File: src/hdl/ee_spi_cfg.svh
// Constants for the serial EEPROM pin interface
`ifndef EE_SPI_CFG_SVH
`define EE_SPI_CFG_SVH

`define EE_OP_WREN 8'h06
`define EE_OP_WRDI 8'h04
`define EE_OP_READ_STATUS 8'h05
`define EE_OP_WRSR 8'h01
`define EE_OP_READ 8'h03
`define EE_OP_WRITE 8'h02

`define EE_STAT_PPE_BIT 7
`define EE_STAT_BP_HI 3
`define EE_STAT_BP_LO 2
`define EE_STAT_WEL_BIT 1
`define EE_STAT_BUSY_BIT 0

`define EE_CLK_PERIOD_NS 25
`define EE_PROGRAMMING_CYCLE_TIME_MS 5
`define EE_PROG_CYCLES \
  (`EE_PROGRAMMING_CYCLE_TIME_MS * 1000000 / `EE_CLK_PERIOD_NS)
`define EE_POWER_UP_READ_WAIT_MS 1
`define EE_POWER_UP_WRITE_WAIT_MS 1

`define EE_PROG_W 18
`define EE_PAGE_LO_W 7
`define EE_PIN_RESET 5'h0b
`define EE_LAST_BIT 3'h7
`define EE_FIRST_BIT 3'h0

`endif

File: src/hdl/ee_spi_pkg.sv
// Types shared by the serial EEPROM pin interface
package ee_spi_pkg;

  typedef struct packed {
    logic sck;
    logic cs_n;
    logic si;
    logic hold_n;
    logic wp_n;
  } pins_s;

  typedef struct packed {
    logic wr;
    logic [15:0] addr;
    logic [7:0] data;
  } mem_req_s;

  typedef enum logic [2:0] {
    st_op,
    st_addr,
    st_wr_data,
    st_rd_data,
    st_stat_in,
    st_stat_out,
    st_ignore
  } seq_e;

endpackage

File: src/hdl/ee_pin_sync.sv
// Three-stage pin synchroniser with agreement filter, one lane per bit
module ee_pin_sync #(
  parameter int unsigned W = 5,
  parameter logic [W-1:0] RESET_VAL = '0
) (
  input wire logic core_clk,
  input wire logic reset_n,
  input wire logic [W-1:0] pin,
  output logic [W-1:0] stable
);

  genvar i;
  generate
    for (i = 0; i < W; i++) begin : g_lane
      logic s1_q;
      logic s2_q;
      logic s3_q;
      logic st_q;
      logic st_d;
      // Second and third stages must agree before the level is accepted
      always_comb begin
        st_d = (s2_q == s3_q) ? s2_q : st_q;
      end
      always_ff @(posedge core_clk or negedge reset_n) begin
        if (!reset_n) begin
          s1_q <= RESET_VAL[i];
          s2_q <= RESET_VAL[i];
          s3_q <= RESET_VAL[i];
          st_q <= RESET_VAL[i];
        end else begin
          s1_q <= pin[i];
          s2_q <= s1_q;
          s3_q <= s2_q;
          st_q <= st_d;
        end
      end
      assign stable[i] = st_q;
    end
  endgenerate

endmodule

File: src/hdl/ee_spi_pins.sv
// Serial EEPROM pin interface: shift, framing, pause, protect, write timer
`include "ee_spi_cfg.svh"

// Behaviour
// - Sample SI on rising serial clock
// - Change SO on falling serial clock
// - Serial clock only input, times all shifting
// - CS high: SO released, standby after write
// - CS falling/rising edges bound each session
// - Protect pin high never blocks writes
// - Pin low and enable bit set: reject status writes
// - Paused: shift state frozen, clock ignored
// - Paused: SO released, driven again afterward
// - Valid write then CS rise starts timed cycle
// - Enable bit gates the protect pin
// - Busy: only read status accepted, shows busy
module ee_spi_pins #(
  parameter int unsigned PROG_CYCLES = `EE_PROG_CYCLES
) (
  input wire logic core_clk,
  input wire logic reset_n,
  input wire logic sck,
  input wire logic cs_n,
  input wire logic si,
  input wire logic hold_n,
  input wire logic wp_n,
  input wire logic [7:0] rd_data,
  output logic so,
  output logic so_oe_n,
  output ee_spi_pkg::mem_req_s mem_req,
  output logic busy
);

  ee_spi_pkg::pins_s pins_raw;
  ee_spi_pkg::pins_s pins_s;
  logic [4:0] pins_st;

  assign pins_raw = '{sck: sck, cs_n: cs_n, si: si, hold_n: hold_n,
                      wp_n: wp_n};

  ee_pin_sync #(.W(5), .RESET_VAL(`EE_PIN_RESET)) u_sync (
    .core_clk(core_clk),
    .reset_n(reset_n),
    .pin(pins_raw),
    .stable(pins_st)
  );
  assign pins_s = pins_st;

  ee_spi_pkg::seq_e state_q, state_d;
  logic sck_prev_q, sck_prev_d;
  logic cs_prev_q, cs_prev_d;
  logic [2:0] bit_q, bit_d;
  logic [6:0] rx_q, rx_d;
  logic [7:0] tx_q, tx_d;
  logic addr_cnt_q, addr_cnt_d;
  logic op_wr_q, op_wr_d;
  logic [15:0] addr_q, addr_d;
  logic wel_q, wel_d;
  logic ppe_q, ppe_d;
  logic [1:0] bp_q, bp_d;
  logic [7:0] stat_new_q, stat_new_d;
  logic pend_stat_q, pend_stat_d;
  logic pend_prog_q, pend_prog_d;
  logic [`EE_PROG_W-1:0] prog_cnt_q, prog_cnt_d;
  ee_spi_pkg::mem_req_s req_q, req_d;

  logic active;
  logic rise_act;
  logic fall_act;
  logic cs_rise;
  logic byte_done;
  logic [7:0] rx_byte;
  logic [7:0] stat_byte;
  logic hw_protect;
  logic out_state;

  // Clock edges are only seen in the core domain; the pin is never driven
  assign active = !pins_s.cs_n && pins_s.hold_n;
  assign rise_act = active && pins_s.sck && !sck_prev_q;
  assign fall_act = active && !pins_s.sck && sck_prev_q;
  assign cs_rise = pins_s.cs_n && !cs_prev_q;
  assign byte_done = rise_act && (bit_q == `EE_LAST_BIT);
  assign rx_byte = {rx_q, pins_s.si};
  assign busy = (prog_cnt_q != '0);
  assign hw_protect = ppe_q && !pins_s.wp_n;
  assign out_state = (state_q == ee_spi_pkg::st_rd_data) ||
                     (state_q == ee_spi_pkg::st_stat_out);

  always_comb begin
    stat_byte = 8'h00;
    stat_byte[`EE_STAT_PPE_BIT] = ppe_q;
    stat_byte[`EE_STAT_BP_HI:`EE_STAT_BP_LO] = bp_q;
    stat_byte[`EE_STAT_WEL_BIT] = wel_q;
    stat_byte[`EE_STAT_BUSY_BIT] = busy;
  end

  always_comb begin
    state_d = state_q;
    sck_prev_d = pins_s.sck;
    cs_prev_d = pins_s.cs_n;
    bit_d = bit_q;
    rx_d = rx_q;
    tx_d = tx_q;
    addr_cnt_d = addr_cnt_q;
    op_wr_d = op_wr_q;
    addr_d = addr_q;
    wel_d = wel_q;
    ppe_d = ppe_q;
    bp_d = bp_q;
    stat_new_d = stat_new_q;
    pend_stat_d = pend_stat_q;
    pend_prog_d = pend_prog_q;
    prog_cnt_d = busy ? prog_cnt_q - 1'b1 : prog_cnt_q;
    req_d = req_q;
    req_d.wr = 1'b0;
    if (pins_s.cs_n) begin
      // Session closed: back to opcode phase, standby unless programming
      state_d = ee_spi_pkg::st_op;
      bit_d = `EE_FIRST_BIT;
      if (cs_rise && pend_prog_q) begin
        prog_cnt_d = `EE_PROG_W'(PROG_CYCLES);
        wel_d = 1'b0;
        if (pend_stat_q) begin
          ppe_d = stat_new_q[`EE_STAT_PPE_BIT];
          bp_d = stat_new_q[`EE_STAT_BP_HI:`EE_STAT_BP_LO];
        end
      end
      pend_prog_d = 1'b0;
      pend_stat_d = 1'b0;
    end else begin
      if (rise_act) begin
        rx_d = rx_byte[6:0];
        bit_d = bit_q + 1'b1;
      end
      if (byte_done) begin
        unique case (state_q)
          ee_spi_pkg::st_op: begin
            state_d = ee_spi_pkg::st_ignore;
            if (rx_byte == `EE_OP_READ_STATUS) begin
              state_d = ee_spi_pkg::st_stat_out;
            end else if (!busy) begin
              unique case (rx_byte)
                `EE_OP_WREN: wel_d = 1'b1;
                `EE_OP_WRDI: wel_d = 1'b0;
                `EE_OP_WRSR: state_d = ee_spi_pkg::st_stat_in;
                `EE_OP_READ, `EE_OP_WRITE: begin
                  state_d = ee_spi_pkg::st_addr;
                  addr_cnt_d = 1'b0;
                  op_wr_d = (rx_byte == `EE_OP_WRITE);
                end
                default: state_d = ee_spi_pkg::st_ignore;
              endcase
            end
          end
          ee_spi_pkg::st_addr: begin
            if (!addr_cnt_q) begin
              addr_d[15:8] = rx_byte;
              addr_cnt_d = 1'b1;
            end else begin
              addr_d[7:0] = rx_byte;
              state_d = op_wr_q ? ee_spi_pkg::st_wr_data :
                                  ee_spi_pkg::st_rd_data;
            end
          end
          ee_spi_pkg::st_wr_data: begin
            if (wel_q) begin
              req_d.wr = 1'b1;
              req_d.addr = addr_q;
              req_d.data = rx_byte;
              // Page roll-over: only the low address bits advance
              addr_d[`EE_PAGE_LO_W-1:0] =
                addr_q[`EE_PAGE_LO_W-1:0] + 1'b1;
              pend_prog_d = 1'b1;
            end
          end
          ee_spi_pkg::st_stat_in: begin
            state_d = ee_spi_pkg::st_ignore;
            // Pin high leaves only latch-based protection
            if (wel_q && !hw_protect) begin
              stat_new_d = rx_byte;
              pend_stat_d = 1'b1;
              pend_prog_d = 1'b1;
            end
          end
          default: ;
        endcase
      end
      if (fall_act && out_state) begin
        // Load at byte boundary, otherwise shift out the next bit
        if (bit_q == `EE_FIRST_BIT) begin
          if (state_q == ee_spi_pkg::st_stat_out) begin
            tx_d = stat_byte;
          end else begin
            tx_d = rd_data;
            addr_d = addr_q + 1'b1;
          end
        end else begin
          tx_d = {tx_q[6:0], 1'b0};
        end
      end
    end
    req_d.addr = req_d.wr ? req_d.addr : addr_q;
  end

  always_ff @(posedge core_clk or negedge reset_n) begin
    if (!reset_n) begin
      state_q <= ee_spi_pkg::st_op;
      sck_prev_q <= 1'b0;
      cs_prev_q <= 1'b1;
      bit_q <= `EE_FIRST_BIT;
      rx_q <= '0;
      tx_q <= 8'h00;
      addr_cnt_q <= 1'b0;
      op_wr_q <= 1'b0;
      addr_q <= 16'h0000;
      wel_q <= 1'b0;
      ppe_q <= 1'b0;
      bp_q <= 2'h0;
      stat_new_q <= 8'h00;
      pend_stat_q <= 1'b0;
      pend_prog_q <= 1'b0;
      prog_cnt_q <= '0;
      req_q <= '0;
    end else begin
      state_q <= state_d;
      sck_prev_q <= sck_prev_d;
      cs_prev_q <= cs_prev_d;
      bit_q <= bit_d;
      rx_q <= rx_d;
      tx_q <= tx_d;
      addr_cnt_q <= addr_cnt_d;
      op_wr_q <= op_wr_d;
      addr_q <= addr_d;
      wel_q <= wel_d;
      ppe_q <= ppe_d;
      bp_q <= bp_d;
      stat_new_q <= stat_new_d;
      pend_stat_q <= pend_stat_d;
      pend_prog_q <= pend_prog_d;
      prog_cnt_q <= prog_cnt_d;
      req_q <= req_d;
    end
  end

  assign so = tx_q[7];
  // Released while deselected, paused, or not in an output phase
  assign so_oe_n = !(active && out_state);
  assign mem_req = req_q;
endmodule

File: config.mk
export PLATFORM = sky130hd
export DESIGN_NAME = ee_spi_pins
export DESIGN_NICKNAME = d
export VERILOG_FILES = /design/src/hdl/ee_spi_pkg.sv /design/src/hdl/ee_pin_sync.sv /design/src/hdl/ee_spi_pins.sv
export VERILOG_INCLUDE_DIRS = /design/src /design/src/hdl
export SDC_FILE = /design/constraint.sdc
export NUM_CORES = 1
export LEC_CHECK = 0
export BUFFER_PORTS_ARGS = -buffer_cell sky130_fd_sc_hd__buf_2
export CORE_UTILIZATION = 50
export CTS_BUF_LIST = sky130_fd_sc_hd__clkbuf_8
export DETAILED_ROUTE_END_ITERATION = 10
export PLACE_DENSITY_LB_ADDON = 0.12
export SLEW_MARGIN = 30
export SYNTH_ARGS = -nofsm -noshare
export SYNTH_HDL_FRONTEND = slang
export SYNTH_SLANG_ARGS = --single-unit
File: constraint.sdc
create_clock -name core_clk -period 2.35 [get_ports core_clk]
set_input_delay 0 -clock core_clk [delete_from_list [all_inputs] [get_ports core_clk]]
set_output_delay 0 -clock core_clk [all_outputs]
set_load 0.01 [all_outputs]
=== Word-level counts from Yosys, hierarchy flattened ===
Cells that the tools add are included.

* Divide/modulo/power cells: 0
* Add/subtract/negate cells: 4
* Muxes and demuxes: 48
* Reductions and logical operators: 45
* Bitwise gates (word level): 3
* Shift operators: 0
* Magnitude comparators: 0
* Multipliers: 0
* Eq/ne operators: 30

{| class="wikitable"
|+ Operator list
! kind !! number
|-
| $mux W25 || 4
|-
| $mux W16 || 5
|-
| $mux W18 || 3
|-
| $mux W8 || 4
|-
| $eq A8 B3 Y1 const B || 3
|-
| $mux W3 || 7
|-
| $reduce_and A6 Y1 || 3
|-
| $reduce_bool A18 Y1 || 1
|-
| $sub A18 B1 Y18 const B || 1
|-
| $mux W1 || 17
|-
| $add A16 B1 Y16 const B || 1
|-
| $eq A8 B2 Y1 const B || 2
|-
| $reduce_and A4 Y1 || 4
|-
| $pmux W7 S2 || 1
|-
| $logic_and A1 B1 Y1 || 12
|-
| $reduce_bool A2 Y1 || 6
|-
| $ne A2 B1 Y1 const B || 5
|-
| $ne A2 B2 Y1 const B || 5
|-
| $eq A3 B3 Y1 const B || 3
|-
| $mux W9 || 1
|-
| $ne A3 B2 Y1 const B || 3
|-
| $pmux W3 S3 || 1
|-
| $reduce_and A3 Y1 || 3
|-
| $eq A8 B1 Y1 const B || 1
|-
| 16 further kinds || 34
|}

* Bits in latches: 0
* Register bits: 118
* Memories kept: 0
* Output and inout bits: 28
* ROM bits: 0
* RAM bits: 0
* Input bits: 15

=== Longest topological paths before layout ===
Gate-level depths: netlist of run 1.

* Depth in word-level cells: 9
* Gate-level depth with buffers: 8

=== Hierarchy ===
A second synthesis of run 1 with hierarchy kept.

* Cells, all modules: 513
* Area, all modules: 5,260.0 um^2

{| class="wikitable"
|+ Modules (own cells, without submodules)
! module !! sequential area each (um^2) !! cells each !! area an instance (um^2) !! times used
|-
| ee_spi_pins || 2,328.5 || 483 || 4,650.7 || 1
|-
| ee_pin_sync || 515.5 || 30 || 609.3 || 1
|}

=== Worst setup path after synthesis of run 1 ===
Ideal clock, no wire load.

* Kind: register -> register
* Start point: register prog_cnt_q[0]
* End point: register wel_q
* Slack: 244 ps
* Buffers on the path: 0
* Cell stages (with the launch flop): 8
* Data arrival time: 2,026 ps
* Period minus slack after synthesis: 2,106 ps
* Cells stage by stage: dfrtp_1 > inv_1 > ha_1 > or4b_4 > nor3_4 > nand2_4 > nor4b_2 > mux2i_1

* Word-level cells in the longest chain between the ends: 3

{| class="wikitable"
|+ Ends and longest elaborated chain
! item !! RTL line !! RTL
|-
| start, declared || ee_spi_pins.sv:64 || <nowiki>logic [`EE_PROG_W-1:0] prog_cnt_q, prog_cnt_d;</nowiki>
|-
| start signal, assigned || ee_spi_pins.sv:240 || <nowiki>prog_cnt_q <= prog_cnt_d;</nowiki>
|-
| $reduce_bool A18 Y1 || ee_spi_pins.sv:84 || <nowiki>assign busy = (prog_cnt_q != '0);</nowiki>
|-
| named net busy || ee_spi_pins.sv:31 || <nowiki>output logic busy</nowiki>
|-
| $ne A2 B1 Y1 (no source line) || - ||
|-
| $reduce_and A6 Y1 (no source line) || - ||
|-
| end signal, assigned || ee_spi_pins.sv:234 || <nowiki>wel_q <= wel_d;</nowiki>
|-
| end, declared || ee_spi_pins.sv:58 || <nowiki>logic wel_q, wel_d;</nowiki>
|}

The timed path passes the listed nets, and every way through them passes these cells.
A chain may end at the register's enable or synchronous reset.

=== Final worst setup path of run 1 ===
* Start point: register prog_cnt_q[0]
* End point: output port busy

* Word-level cells in the longest chain between the ends: 1

{| class="wikitable"
|+ Ends and longest elaborated chain
! item !! RTL line
|-
| $reduce_bool A18 Y1 || ee_spi_pins.sv:84
|-
| end, declared || ee_spi_pins.sv:31
|}

Every way passes these cells.

==> results.py, run 1 <==
metrics = {
    "placement": {
        "dpl.cell_count": 646,
        "dp_hpwl_um": 7430,
        "gp_congestion": 0.863,
        "port_buffers": 42,
    },
    "synth": {
        "synthCells": 485,
        "synthAdderAreaFrac_pct": 2.37,
        "netlist_area_mm2": 0.00527,
        "synth_flop_cell": "dfrtp_1",
        "synth-compound-area-share_pct": 11.8,
        "yosysWarningCount": 0,
        "synth_xor_area_share_pct": 2.99,
        "ys_ff_latch": 113,
        "ys_types": 68,
        "synthMuxAreaShare_pct": 6.69,
        "avgSynthCellArea_um2": 10.9,
        "synth_edf_count": 0,
        "async_reset_ff_share_pct": 100,
        "synth_top_family_by_area": "simple AND/OR/NAND/NOR gates",
        "synthSimpleGateAreaFrac_pct": 18.1,
        "yosysSeqAreaShare_pct": 54.0,
        "syn-num-nets": 506,
    },
    "worst_setup_path": {
        "worstPathMaxFanout": 5,
        "arrival_ns": 2.26,
        "startpoint_type": "register",
        "end_kind": "primary output",
        "critical_path_class": "register to primary output",
        "worstPathRequired_ns": 2.35,
    },
    "sta": {
        "fmax_mhz": 442,
        "hold_violations": 0,
        "period_share_pct": 96.3,
        "rsz0062_at_grt": "no",
        "fin_skew_ns": 0.0133,
        "holdWs_ns": 0.0409,
        "setup_viol": 0,
        "fin_tns_setup_ns": 0,
        "maxSlewViolCount": 0,
        "fin_crit_ns": 2.26,
        "max-slew-margin-rel_pct": 61.2,
        "worstMarginPinSlew_ns": 0.577,
    },
    "worst_hold_path": {
        "min_path_type": "input pin to asynchronous set/reset pin",
    },
    "floorplan": {
        "core-area_mm2": 0.0103,
        "die_x_um": 105,
        "die_area_mm2": 0.0110,
        "placementRows": 37,
        "start_util_pct": 51.3,
        "ioPinCount": 43,
        "die_h_um": 105,
    },
    "clock_network": {
        "path_clk_slew_ns": 0.08,
        "cts_tree": "built",
        "clock-root-buffer": "clkbuf_8",
        "htreeDepth": 4,
        "clock_latency_ns": 0.44,
        "cts_buffer_depth": 2,
        "cts_buffers": 17,
        "cts.sinks": 113,
    },
    "global_route": {
        "grt_pass1_vias": 3756,
        "grt_overflow_total": 0,
        "grt_first_pass_wirelength_um": 18400,
        "antenna_found_initial": 0,
        "grt_max_degree": 47,
        "grt_use_total_pct": 21.4,
    },
    "routing": {
        "via_per_inst": 5.56,
        "ant_nets": 0,
        "met3_length_um": 453,
        "top_layer": "met4",
        "dr.pass1.iters": 6,
        "wirelength_um": 10800,
        "vias": 3840,
        "wl_met2_um": 5300,
        "met1_length_um": 4890,
        "drt_iter0_markers": 189,
        "wire_per_inst_um": 15.7,
        "drc": 0,
    },
    "layout": {
        "final_cell_mix": "100 x dfrtp_1, 47 x nor2_1, 41 x buf_2, 40 x nand2_1, 26 x mux2_2",
        "antennaDiodeCount": 0,
        "final_layout_size_suffix_gt1_share_pct": 27.4,
        "fillers": 874,
        "finalNetCount": 563,
        "finalNonFillerCells": 691,
        "final_common_cell": "dfrtp_1",
        "areaGrowthSynthToFinish_pct": 18.3,
    },
    "status": {
        "status": "finished, final reports clean",
    },
    "pwr": {
        "ir_drop_uv": 461,
        "powerDensity_mw_per_mm2": 714,
        "p_leak_uw": 0.00301,
    },
    "flow_run": {
        "max-cap-violations": 0,
    },
}
-- per-layer routing --
layer	GRT usage [%]	up-vias
met2	34.8	89
met4	9.66	0
met1	27.1	1888
met3	5.24	17
met5	0	-
li1	-	1846
-- state kept, by name (all words and copies together) (netlist names) --
signal / flops
addr_cnt_q: 1
addr_q: 16
bit_q: 3
bp_q: 2
cs_prev_q: 1
mem_req: 25
op_wr_q: 1
pend_prog_q: 1
pend_stat_q: 1
ppe_q: 1
prog_cnt_q: 18
rx_q: 7
sck_prev_q: 1
stat_new_q: 3
state_q: 3
tx_q: 8
u_sync.g_lane.s1_q: 5
u_sync.g_lane.s2_q: 5
u_sync.g_lane.s3_q: 5
u_sync.g_lane.st_q: 5
wel_q: 1
-- critical path: stages, from the launching register on --
cell	delay [ns]
dfrtp_1	0.43
inv_2	0.08
ha_4	0.13
or4b_4	0.51
nor3_4	0.29
nand2_4	0.07
buf_4	0.17
buf_2	0.14
-- cells in the mapped netlist, types with 3 or more instances --
cell type / n / area, um^2
dfrtp_1: 100 / 2500
nand4_1: 3 / 18.8
or3_1: 6 / 37.5
mux2i_1: 6 / 60.1
a311oi_1: 5 / 43.8
ha_1: 6 / 75.1
and4_1: 3 / 26.3
a221oi_1: 3 / 26.3
o21ai_0: 19 / 95.1
mux2_2: 26 / 293
nand2_1: 40 / 150
and3_1: 8 / 50.1
a21oi_1: 11 / 55.1
a31oi_1: 3 / 18.8
nand3_1: 14 / 70.1
a211oi_1: 9 / 67.6
dfstp_2: 13 / 342
a22o_1: 4 / 35.0
xnor2_1: 15 / 131
nor2_1: 47 / 176
a2111oi_0: 3 / 26.3
xor2_1: 3 / 26.3
o31ai_1: 4 / 30.0
nor3_1: 20 / 100
nand2b_1: 4 / 25.0
clkbuf_1: 27 / 101
inv_1: 12 / 45.0
o211ai_1: 4 / 30.0
buf_2: 7 / 35.0
nor2b_1: 6 / 37.5
maj3_1: 5 / 50.1
-- where the power goes --
group | internal, uW | total, uW | switching, uW | leakage (uW)
registers | 2020 | 2150 | 127 | 0.00150
logic | 163 | 352 | 189 | 0.00130
clock network | 1090 | 1950 | 858 | 0.000210
-- timing repair --
action,CTS,global route
hold endpoints to repair,76,0
hold buffers,12,0
endpoints found under the setup margin,1,5
gates resized for setup,0,7
setup buffers,1,0
pin swaps,1,3
-- metrics by stage --
step | setup WS [ns] | power (uW) | utilization [%] | instance area (um^2)
6_report | 0.0871 | 4450 | 60.7 | 6240
5_1_grt | 0.0153 | 4630 | 60.7 | 6240
4_1_cts | 0.0201 | 4490 | 60.5 | 6220
3_5_place_dp | 0.105 | 2520 | 55.1 | 5660
3_3_place_gp | 0.184 | 2520 | 55.1 | 5660
2_1_floorplan | 0.244 | 2350 | - | 5270
-- path summary, 6_finish.rpt --
kind	start	to	slack, ns	depth (start not counted)
min in group core_clk	rd_data[3]	tx_q[3]$_DFFE_PN0P_	0.06	4
max in group asynchronous	reset_n	prog_cnt_q[4]$_DFF_PN0_	1.50	3
setup reg to reg	prog_cnt_q[0]$_DFF_PN0_	prog_cnt_q[7]$_DFF_PN0_	0.16	9
setup / recovery	prog_cnt_q[0]$_DFF_PN0_	busy	0.09	7
hold reg to reg	u_sync.g_lane[2].s1_q$_DFF_PN0_	u_sync.g_lane[2].s2_q$_DFF_PN0_	0.35	0
hold / removal	reset_n	mem_req[21]$_DFFE_PN0P_	0.04	2
-- cell families after synthesis --
kind of cell / after synthesis
AOI/OAI and AO/OA: 87
xor gates and xnor gates: 18
adders and majority gates: 11
buffers and inverters: 51
DFF: 113
muxes: 32
and+or+nand+nor: 173
-- cell type report --
| class | count | area (um^2) | area share, % |
|---|---|---|---|
| clock inverter | 14 | 180 | 2.89 |
| multi-input combinational | 321 | 2230 | 35.7 |
| sequential | 113 | 2840 | 45.6 |
| tap | 136 | 170 | 2.73 |
| timing repair buffer | 77 | 522 | 8.37 |
| inverter | 12 | 45.0 | 0.722 |
| clock buffer | 18 | 248 | 3.97 |
Note: power is estimated with default switching activity, not from simulation.
==> run 2, diff against run 1 <==
- ABC_AREA: default -> 1
==> run 2 against run 1 <==
Against the previous run:
- utilization increased by 0.20 points
- sequential share of layout area decreased by 1.2 points
- sequential cell count did not move
- final cell count grew 28%
- global-route usage grew 3.0 points
- via count grew 20%
- hold slack improved by 0.12 ns
- highest routed layer unchanged
- die area up 4.5%
- cell area grew 2.6%
- count of clock-buffer cells in the layout increased by 3
- combinational power increased by 49%
==> results.py, run 2 <==
metrics = {
    "flow_run": {
        "max-cap-violations": 0,
    },
    "synth": {
        "yosysSeqAreaShare_pct": 51.6,
        "synthCells": 679,
        "ys_ff_latch": 113,
        "synth_top_cell_by_area": "dfrtp_1",
        "synth_flop_cell": "dfrtp_1",
        "syn-num-nets": 700,
        "avgSynthCellArea_um2": 8.12,
        "yosysMostFrequentCell": "nand2_1",
        "yosysWarningCount": 0,
        "synthTopCellsByArea": "dfrtp_1 45%, nand2_1 13%, dfstp_2 6.2%",
        "netlist_area_mm2": 0.00551,
        "synth_edf_count": 0,
        "ys_top_cells_by_count": "193 x nand2_1, 100 x dfrtp_1, 71 x nor2_1",
        "ys_types": 37,
        "async_reset_ff_share_pct": 100,
        "yosysTopAreaCellShare_pct": 45.4,
    },
    "sta": {
        "maxSlewViolCount": 0,
        "hold_violations": 0,
        "fmax_mhz": 492,
        "fin_tns_setup_ns": 0,
        "fin_skew_ns": 0.0108,
        "worstMarginPinSlew_ns": 0.716,
        "max-slew-margin-rel_pct": 52.3,
        "setup_viol": 0,
        "rsz0062_at_grt": "no",
        "fin_crit_ns": 2.03,
        "period_share_pct": 86.5,
    },
    "global_route": {
        "grt_overflow_total": 0,
        "grt_use_total_pct": 24.4,
        "grt_max_degree": 61,
        "grt_first_pass_wirelength_um": 21200,
        "antenna_found_initial": 0,
        "grt_pass1_vias": 4314,
    },
    "clock_network": {
        "cts_setup_buffers": 0,
        "cts.sinks": 113,
        "cts_buffers": 17,
        "clock_latency_ns": 0.43,
        "cts_buffer_depth": 2,
        "post_cts_resize_count": 0,
        "htreeDepth": 4,
        "ctsHoldBuffers": 14,
        "clock-root-buffer": "clkbuf_8",
        "path_clk_slew_ns": 0.07,
        "cts_tree": "built",
    },
    "floorplan": {
        "die_h_um": 107,
        "core-area_mm2": 0.0105,
        "die_area_mm2": 0.0114,
        "start_util_pct": 52.4,
        "die_x_um": 107,
        "ioPinCount": 43,
        "placementRows": 37,
    },
    "routing": {
        "dr.pass1.iters": 5,
        "wire_per_inst_um": 14.2,
        "ant_nets": 0,
        "vias": 4597,
        "wirelength_um": 12600,
        "drt_iter0_markers": 382,
        "via_per_inst": 5.19,
        "drc": 0,
    },
    "layout": {
        "areaGrowthSynthToFinish_pct": 16.1,
        "finalNetCount": 757,
        "final_common_cell": "nand2_1",
        "multi_input_area_mm2": 0.00227,
        "fillers": 910,
        "final_layout_size_suffix_gt1_share_pct": 15.8,
        "largest_reg_flops": 25,
        "antennaDiodeCount": 0,
        "register_area_mm2": 0.00284,
        "final_cell_mix": "193 x nand2_1, 100 x dfrtp_1, 74 x inv_1, 71 x nor2_1, 49 x nand3_1",
        "finalNonFillerCells": 885,
    },
    "worst_hold_path": {
        "min_path_type": "input pin to asynchronous set/reset pin",
    },
    "pwr": {
        "p_leak_uw": 0.00330,
        "ir_drop_uv": 615,
        "total_power_uw": 4550,
        "powerDensity_mw_per_mm2": 711,
    },
    "status": {
        "status": "finished, final reports clean",
    },
    "placement": {
        "gp_congestion": 0.900,
        "port_buffers": 42,
        "dp_hpwl_um": 9090,
        "dpl.cell_count": 839,
    },
    "worst_setup_path": {
        "arrival_ns": 2.03,
        "end_kind": "primary output",
        "startpoint_type": "register",
        "worstPathRequired_ns": 2.35,
        "worstPathMaxFanout": 5,
        "critical_path_class": "register to primary output",
    },
}
-- run 2: area by class of cell --
type | count | share of cell area, %
clock buffer | 21 | 4.52
clock inverter | 11 | 1.92
inverter | 77 | 4.52
multi-input combinational | 465 | 35.5
sequential | 113 | 44.5
tap | 136 | 2.66
timing repair buffer | 62 | 6.42
-- run 2: path summary, 6_finish.rpt --
check	from	endpoint	slack, ns	cells after the start
min in group core_clk	sck	u_sync.g_lane[4].s1_q$_DFF_PN0_	0.21	2
max	prog_cnt_q[0]$_DFF_PN0_	busy	0.32	8
min	reset_n	prog_cnt_q[3]$_DFF_PN0_	0.16	2
max reg2reg	prog_cnt_q[0]$_DFF_PN0_	state_q[1]$_DFFE_PN0P_	0.43	11
max in group asynchronous	reset_n	u_sync.g_lane[1].s2_q$_DFF_PN1_	1.35	3
min reg2reg	u_sync.g_lane[3].s1_q$_DFF_PN1_	u_sync.g_lane[3].s2_q$_DFF_PN1_	0.36	0
-- run 2: critical path: stages (launching register included) --
cell,delay [ns]
dfrtp_1,0.40
inv_1,0.08
ha_1,0.20
nand2_2,0.11
nor2_4,0.20
nand3_2,0.10
nor2_1,0.16
nand2_1,0.17
buf_2,0.18
-- run 2: cells by family after synthesis --
| logic type | Yosys count | synth area share [%] |
|---|---|---|
| mux | 2 | 0.409 |
| simple gates | 354 | 28.1 |
| buf+inv | 101 | 7.15 |
| flops | 113 | 51.6 |
| fa+ha+maj | 11 | 2.27 |
| xor+xnor | 14 | 2.23 |
| compound gates | 84 | 8.22 |
-- run 2: report_power, final --
| part | internal (uW) | switching (uW) | total (uW) |
|---|---|---|---|
| clock | 1140 | 739 | 1870 |
| sequential | 2040 | 109 | 2150 |
| combinational | 168 | 356 | 524 |
-- run 2: per-layer routing --
| layer | vias up | routed length (um) | track usage [%] |
|---|---|---|---|
| met5 | - | 0 | 0 |
| met4 | 0 | 266 | 9.30 |
| met3 | 22 | 719 | 6.26 |
| met2 | 148 | 5700 | 37.1 |
| met1 | 2162 | 5910 | 33.7 |
| li1 | 2265 | - | - |
-- run 2: stage by stage --
| stage | area, um^2 | setup WS (ns) | hold WS (ns) | util, % |
|---|---|---|---|---|
| floorplan | 5510 | 0.762 | -0.296 | - |
| global placement | 5850 | 0.449 | 0.0876 | 55.6 |
| detailed placement | 5850 | 0.436 | 0.0970 | 55.6 |
| CTS | 6400 | 0.293 | 0.181 | 60.9 |
| global route | 6400 | 0.0883 | 0.186 | 60.9 |
| finish | 6400 | 0.317 | 0.163 | 60.9 |
==> run 3, diff against run 2 <==
- ABC_AREA: 1 -> default
- CORE_UTILIZATION: 50 -> 40
- GPL_TIMING_DRIVEN: default -> 0
==> run 3 against run 2 <==
Against the previous run:
- wire length down 6.2%
- critical path depth up 1
- die area up 19%
- sequential power down 3%
- critical path type is now register to register
==> results.py, run 3 (same netlist as run 1, synthesis figures left out) <==
metrics = {
    "worst_hold_path": {
        "hp-start": "rd_data[2]",
        "holdPathEnd": "tx_q[2]$_DFFE_PN0P_",
        "whs_path_depth": 4,
        "min_path_type": "input pin to register",
    },
    "worst_setup_path": {
        "reg2regPathDepth": 9,
        "arrival_ns": 2.60,
        "startpoint_type": "register",
        "critical_path_class": "register to register",
        "regToRegEndpoint": "prog_cnt_q[6]$_DFF_PN0_",
        "r2r_slack_ns": 0.07,
        "r2r-start": "prog_cnt_q[0]$_DFF_PN0_",
        "worstPathMaxFanout": 6,
        "worstPathRequired_ns": 2.67,
        "end_kind": "register",
    },
    "routing": {
        "vias": 3917,
        "wirelength_um": 11800,
        "ant_nets": 0,
        "wire_per_inst_um": 15.7,
        "drt_iter0_markers": 154,
        "via_per_inst": 5.20,
        "dr.pass1.iters": 4,
        "drc": 0,
        "met3_length_um": 513,
        "top_layer": "met4",
        "met1_length_um": 5320,
        "wl_met2_um": 5700,
    },
    "layout": {
        "largest_reg_flops": 25,
        "final_common_cell": "dfrtp_1",
        "areaGrowthSynthToFinish_pct": 21.2,
        "final_cell_mix": "100 x dfrtp_1, 48 x buf_2, 47 x nor2_1, 40 x nand2_1",
        "final_layout_size_suffix_gt1_share_pct": 26.5,
        "antennaDiodeCount": 0,
        "finalNetCount": 589,
    },
    "placement": {
        "dp_hpwl_um": 7850,
        "gp_congestion": 0.850,
        "port_buffers": 42,
    },
    "clock_network": {
        "cts.sinks": 113,
        "clock-root-buffer": "clkbuf_8",
        "clock_latency_ns": 0.45,
        "cts_tree": "built",
        "cts_buffers": 17,
        "cts_buffer_depth": 2,
        "htreeDepth": 4,
        "path_clk_slew_ns": 0.07,
    },
    "pwr": {
        "powerDensity_mw_per_mm2": 681,
        "p_leak_uw": 0.00303,
        "ir_drop_uv": 470,
    },
    "floorplan": {
        "ioPinCount": 43,
        "die_h_um": 117,
        "start_util_pct": 41.4,
        "die_x_um": 117,
        "core-area_mm2": 0.0127,
        "placementRows": 41,
        "die_area_mm2": 0.0136,
    },
    "global_route": {
        "grt_pass1_vias": 3781,
        "antenna_found_initial": 0,
        "grt_first_pass_wirelength_um": 19400,
        "grt_overflow_total": 0,
        "grt_use_total_pct": 19.3,
        "grt_max_degree": 81,
    },
    "sta": {
        "setup_viol": 0,
        "hold_violations": 0,
        "fin_crit_ns": 2.28,
        "fin_tns_setup_ns": 0,
        "fmax_mhz": 439,
        "maxSlewViolCount": 0,
        "period_share_pct": 96.8,
        "fin_skew_ns": 0.0107,
        "worstMarginPinSlew_ns": 0.600,
        "holdWs_ns": 0.0412,
        "max-slew-margin-rel_pct": 59.8,
    },
    "flow_run": {
        "max-cap-violations": 0,
    },
    "status": {
        "status": "finished, final reports clean",
    },
}
## run 3: critical path, stage by stage (launching register included)
cell	delay, ns
dfrtp_1	0.41
inv_1	0.11
ha_4	0.15
or4b_4	0.50
nor3_4	0.33
buf_6	0.18
buf_2	0.16
a211oi_1	0.09
xnor2_1	0.15
nand2_1	0.07
## run 3: metrics by stage
stage               std cells  worst slack, ns  utilization (%)  total power [uW]  cell area [um^2]
finish                    753           0.0743             50.2              4350              6390
global route              753          -0.0261             50.2              4580              6390
CTS                       748           0.0250             49.6              4420              6300
detailed placement        700          -0.0252             45.1              2540              5730
global placement          699          -0.0783             44.8              2530              5700
floorplan                 485            0.244                -              2350              5270
## run 3: how the worst max path moves through the flow
stage | endpoint | slack [ns] | start
2_1_floorplan | wel_q$_DFFE_PN0P_ | 0.24 | prog_cnt_q[0]$_DFF_PN0_
3_3_place_gp | u_sync.g_lane[4].s1_q$_DFF_PN0_ | -0.08 | reset_n
3_5_place_dp | op_wr_q$_DFFE_PN0P_ | -0.03 | prog_cnt_q[0]$_DFF_PN0_
4_1_cts | busy | 0.02 | prog_cnt_q[0]$_DFF_PN0_
5_1_grt | busy | -0.03 | prog_cnt_q[0]$_DFF_PN0_
6_report | prog_cnt_q[6]$_DFF_PN0_ | 0.07 | prog_cnt_q[0]$_DFF_PN0_
## run 3: final cells by class
cell class | instances | area [um^2]
clock inverters | 13 | 136
well taps | 172 | 215
inverters | 12 | 45.0
flip-flops and latches | 113 | 2840
multi-input cells | 321 | 2260
plain buffers | 39 | 175
repair buffers | 64 | 450
clock buffers | 19 | 262
fillers | 1203 | 6330
## run 3: report_power, final
| part | internal (uW) | switching [uW] |
|---|---|---|
| clock network | 993 | 833 |
| registers | 2020 | 64.1 |
| logic | 171 | 268 |
| total | 3190 | 1170 |
## run 3: repair_timing
item / CTS / global route
setup endpoints to repair: 2 / 40
setup buffers: 1 / 5
hold buffers: 15 / 0
pin swaps: 1 / 3
cloned: 0 / 0
resized for setup: 1 / 12
endpoints found under the hold margin: 112 / 0
## run 3: metal layers
layer / vias to the layer above / GRT usage [%]
li1: 1906 / -
met1: 1907 / 24.6
met2: 84 / 30.3
met3: 20 / 5.41
met4: 0 / 9.28
met5: - / 0
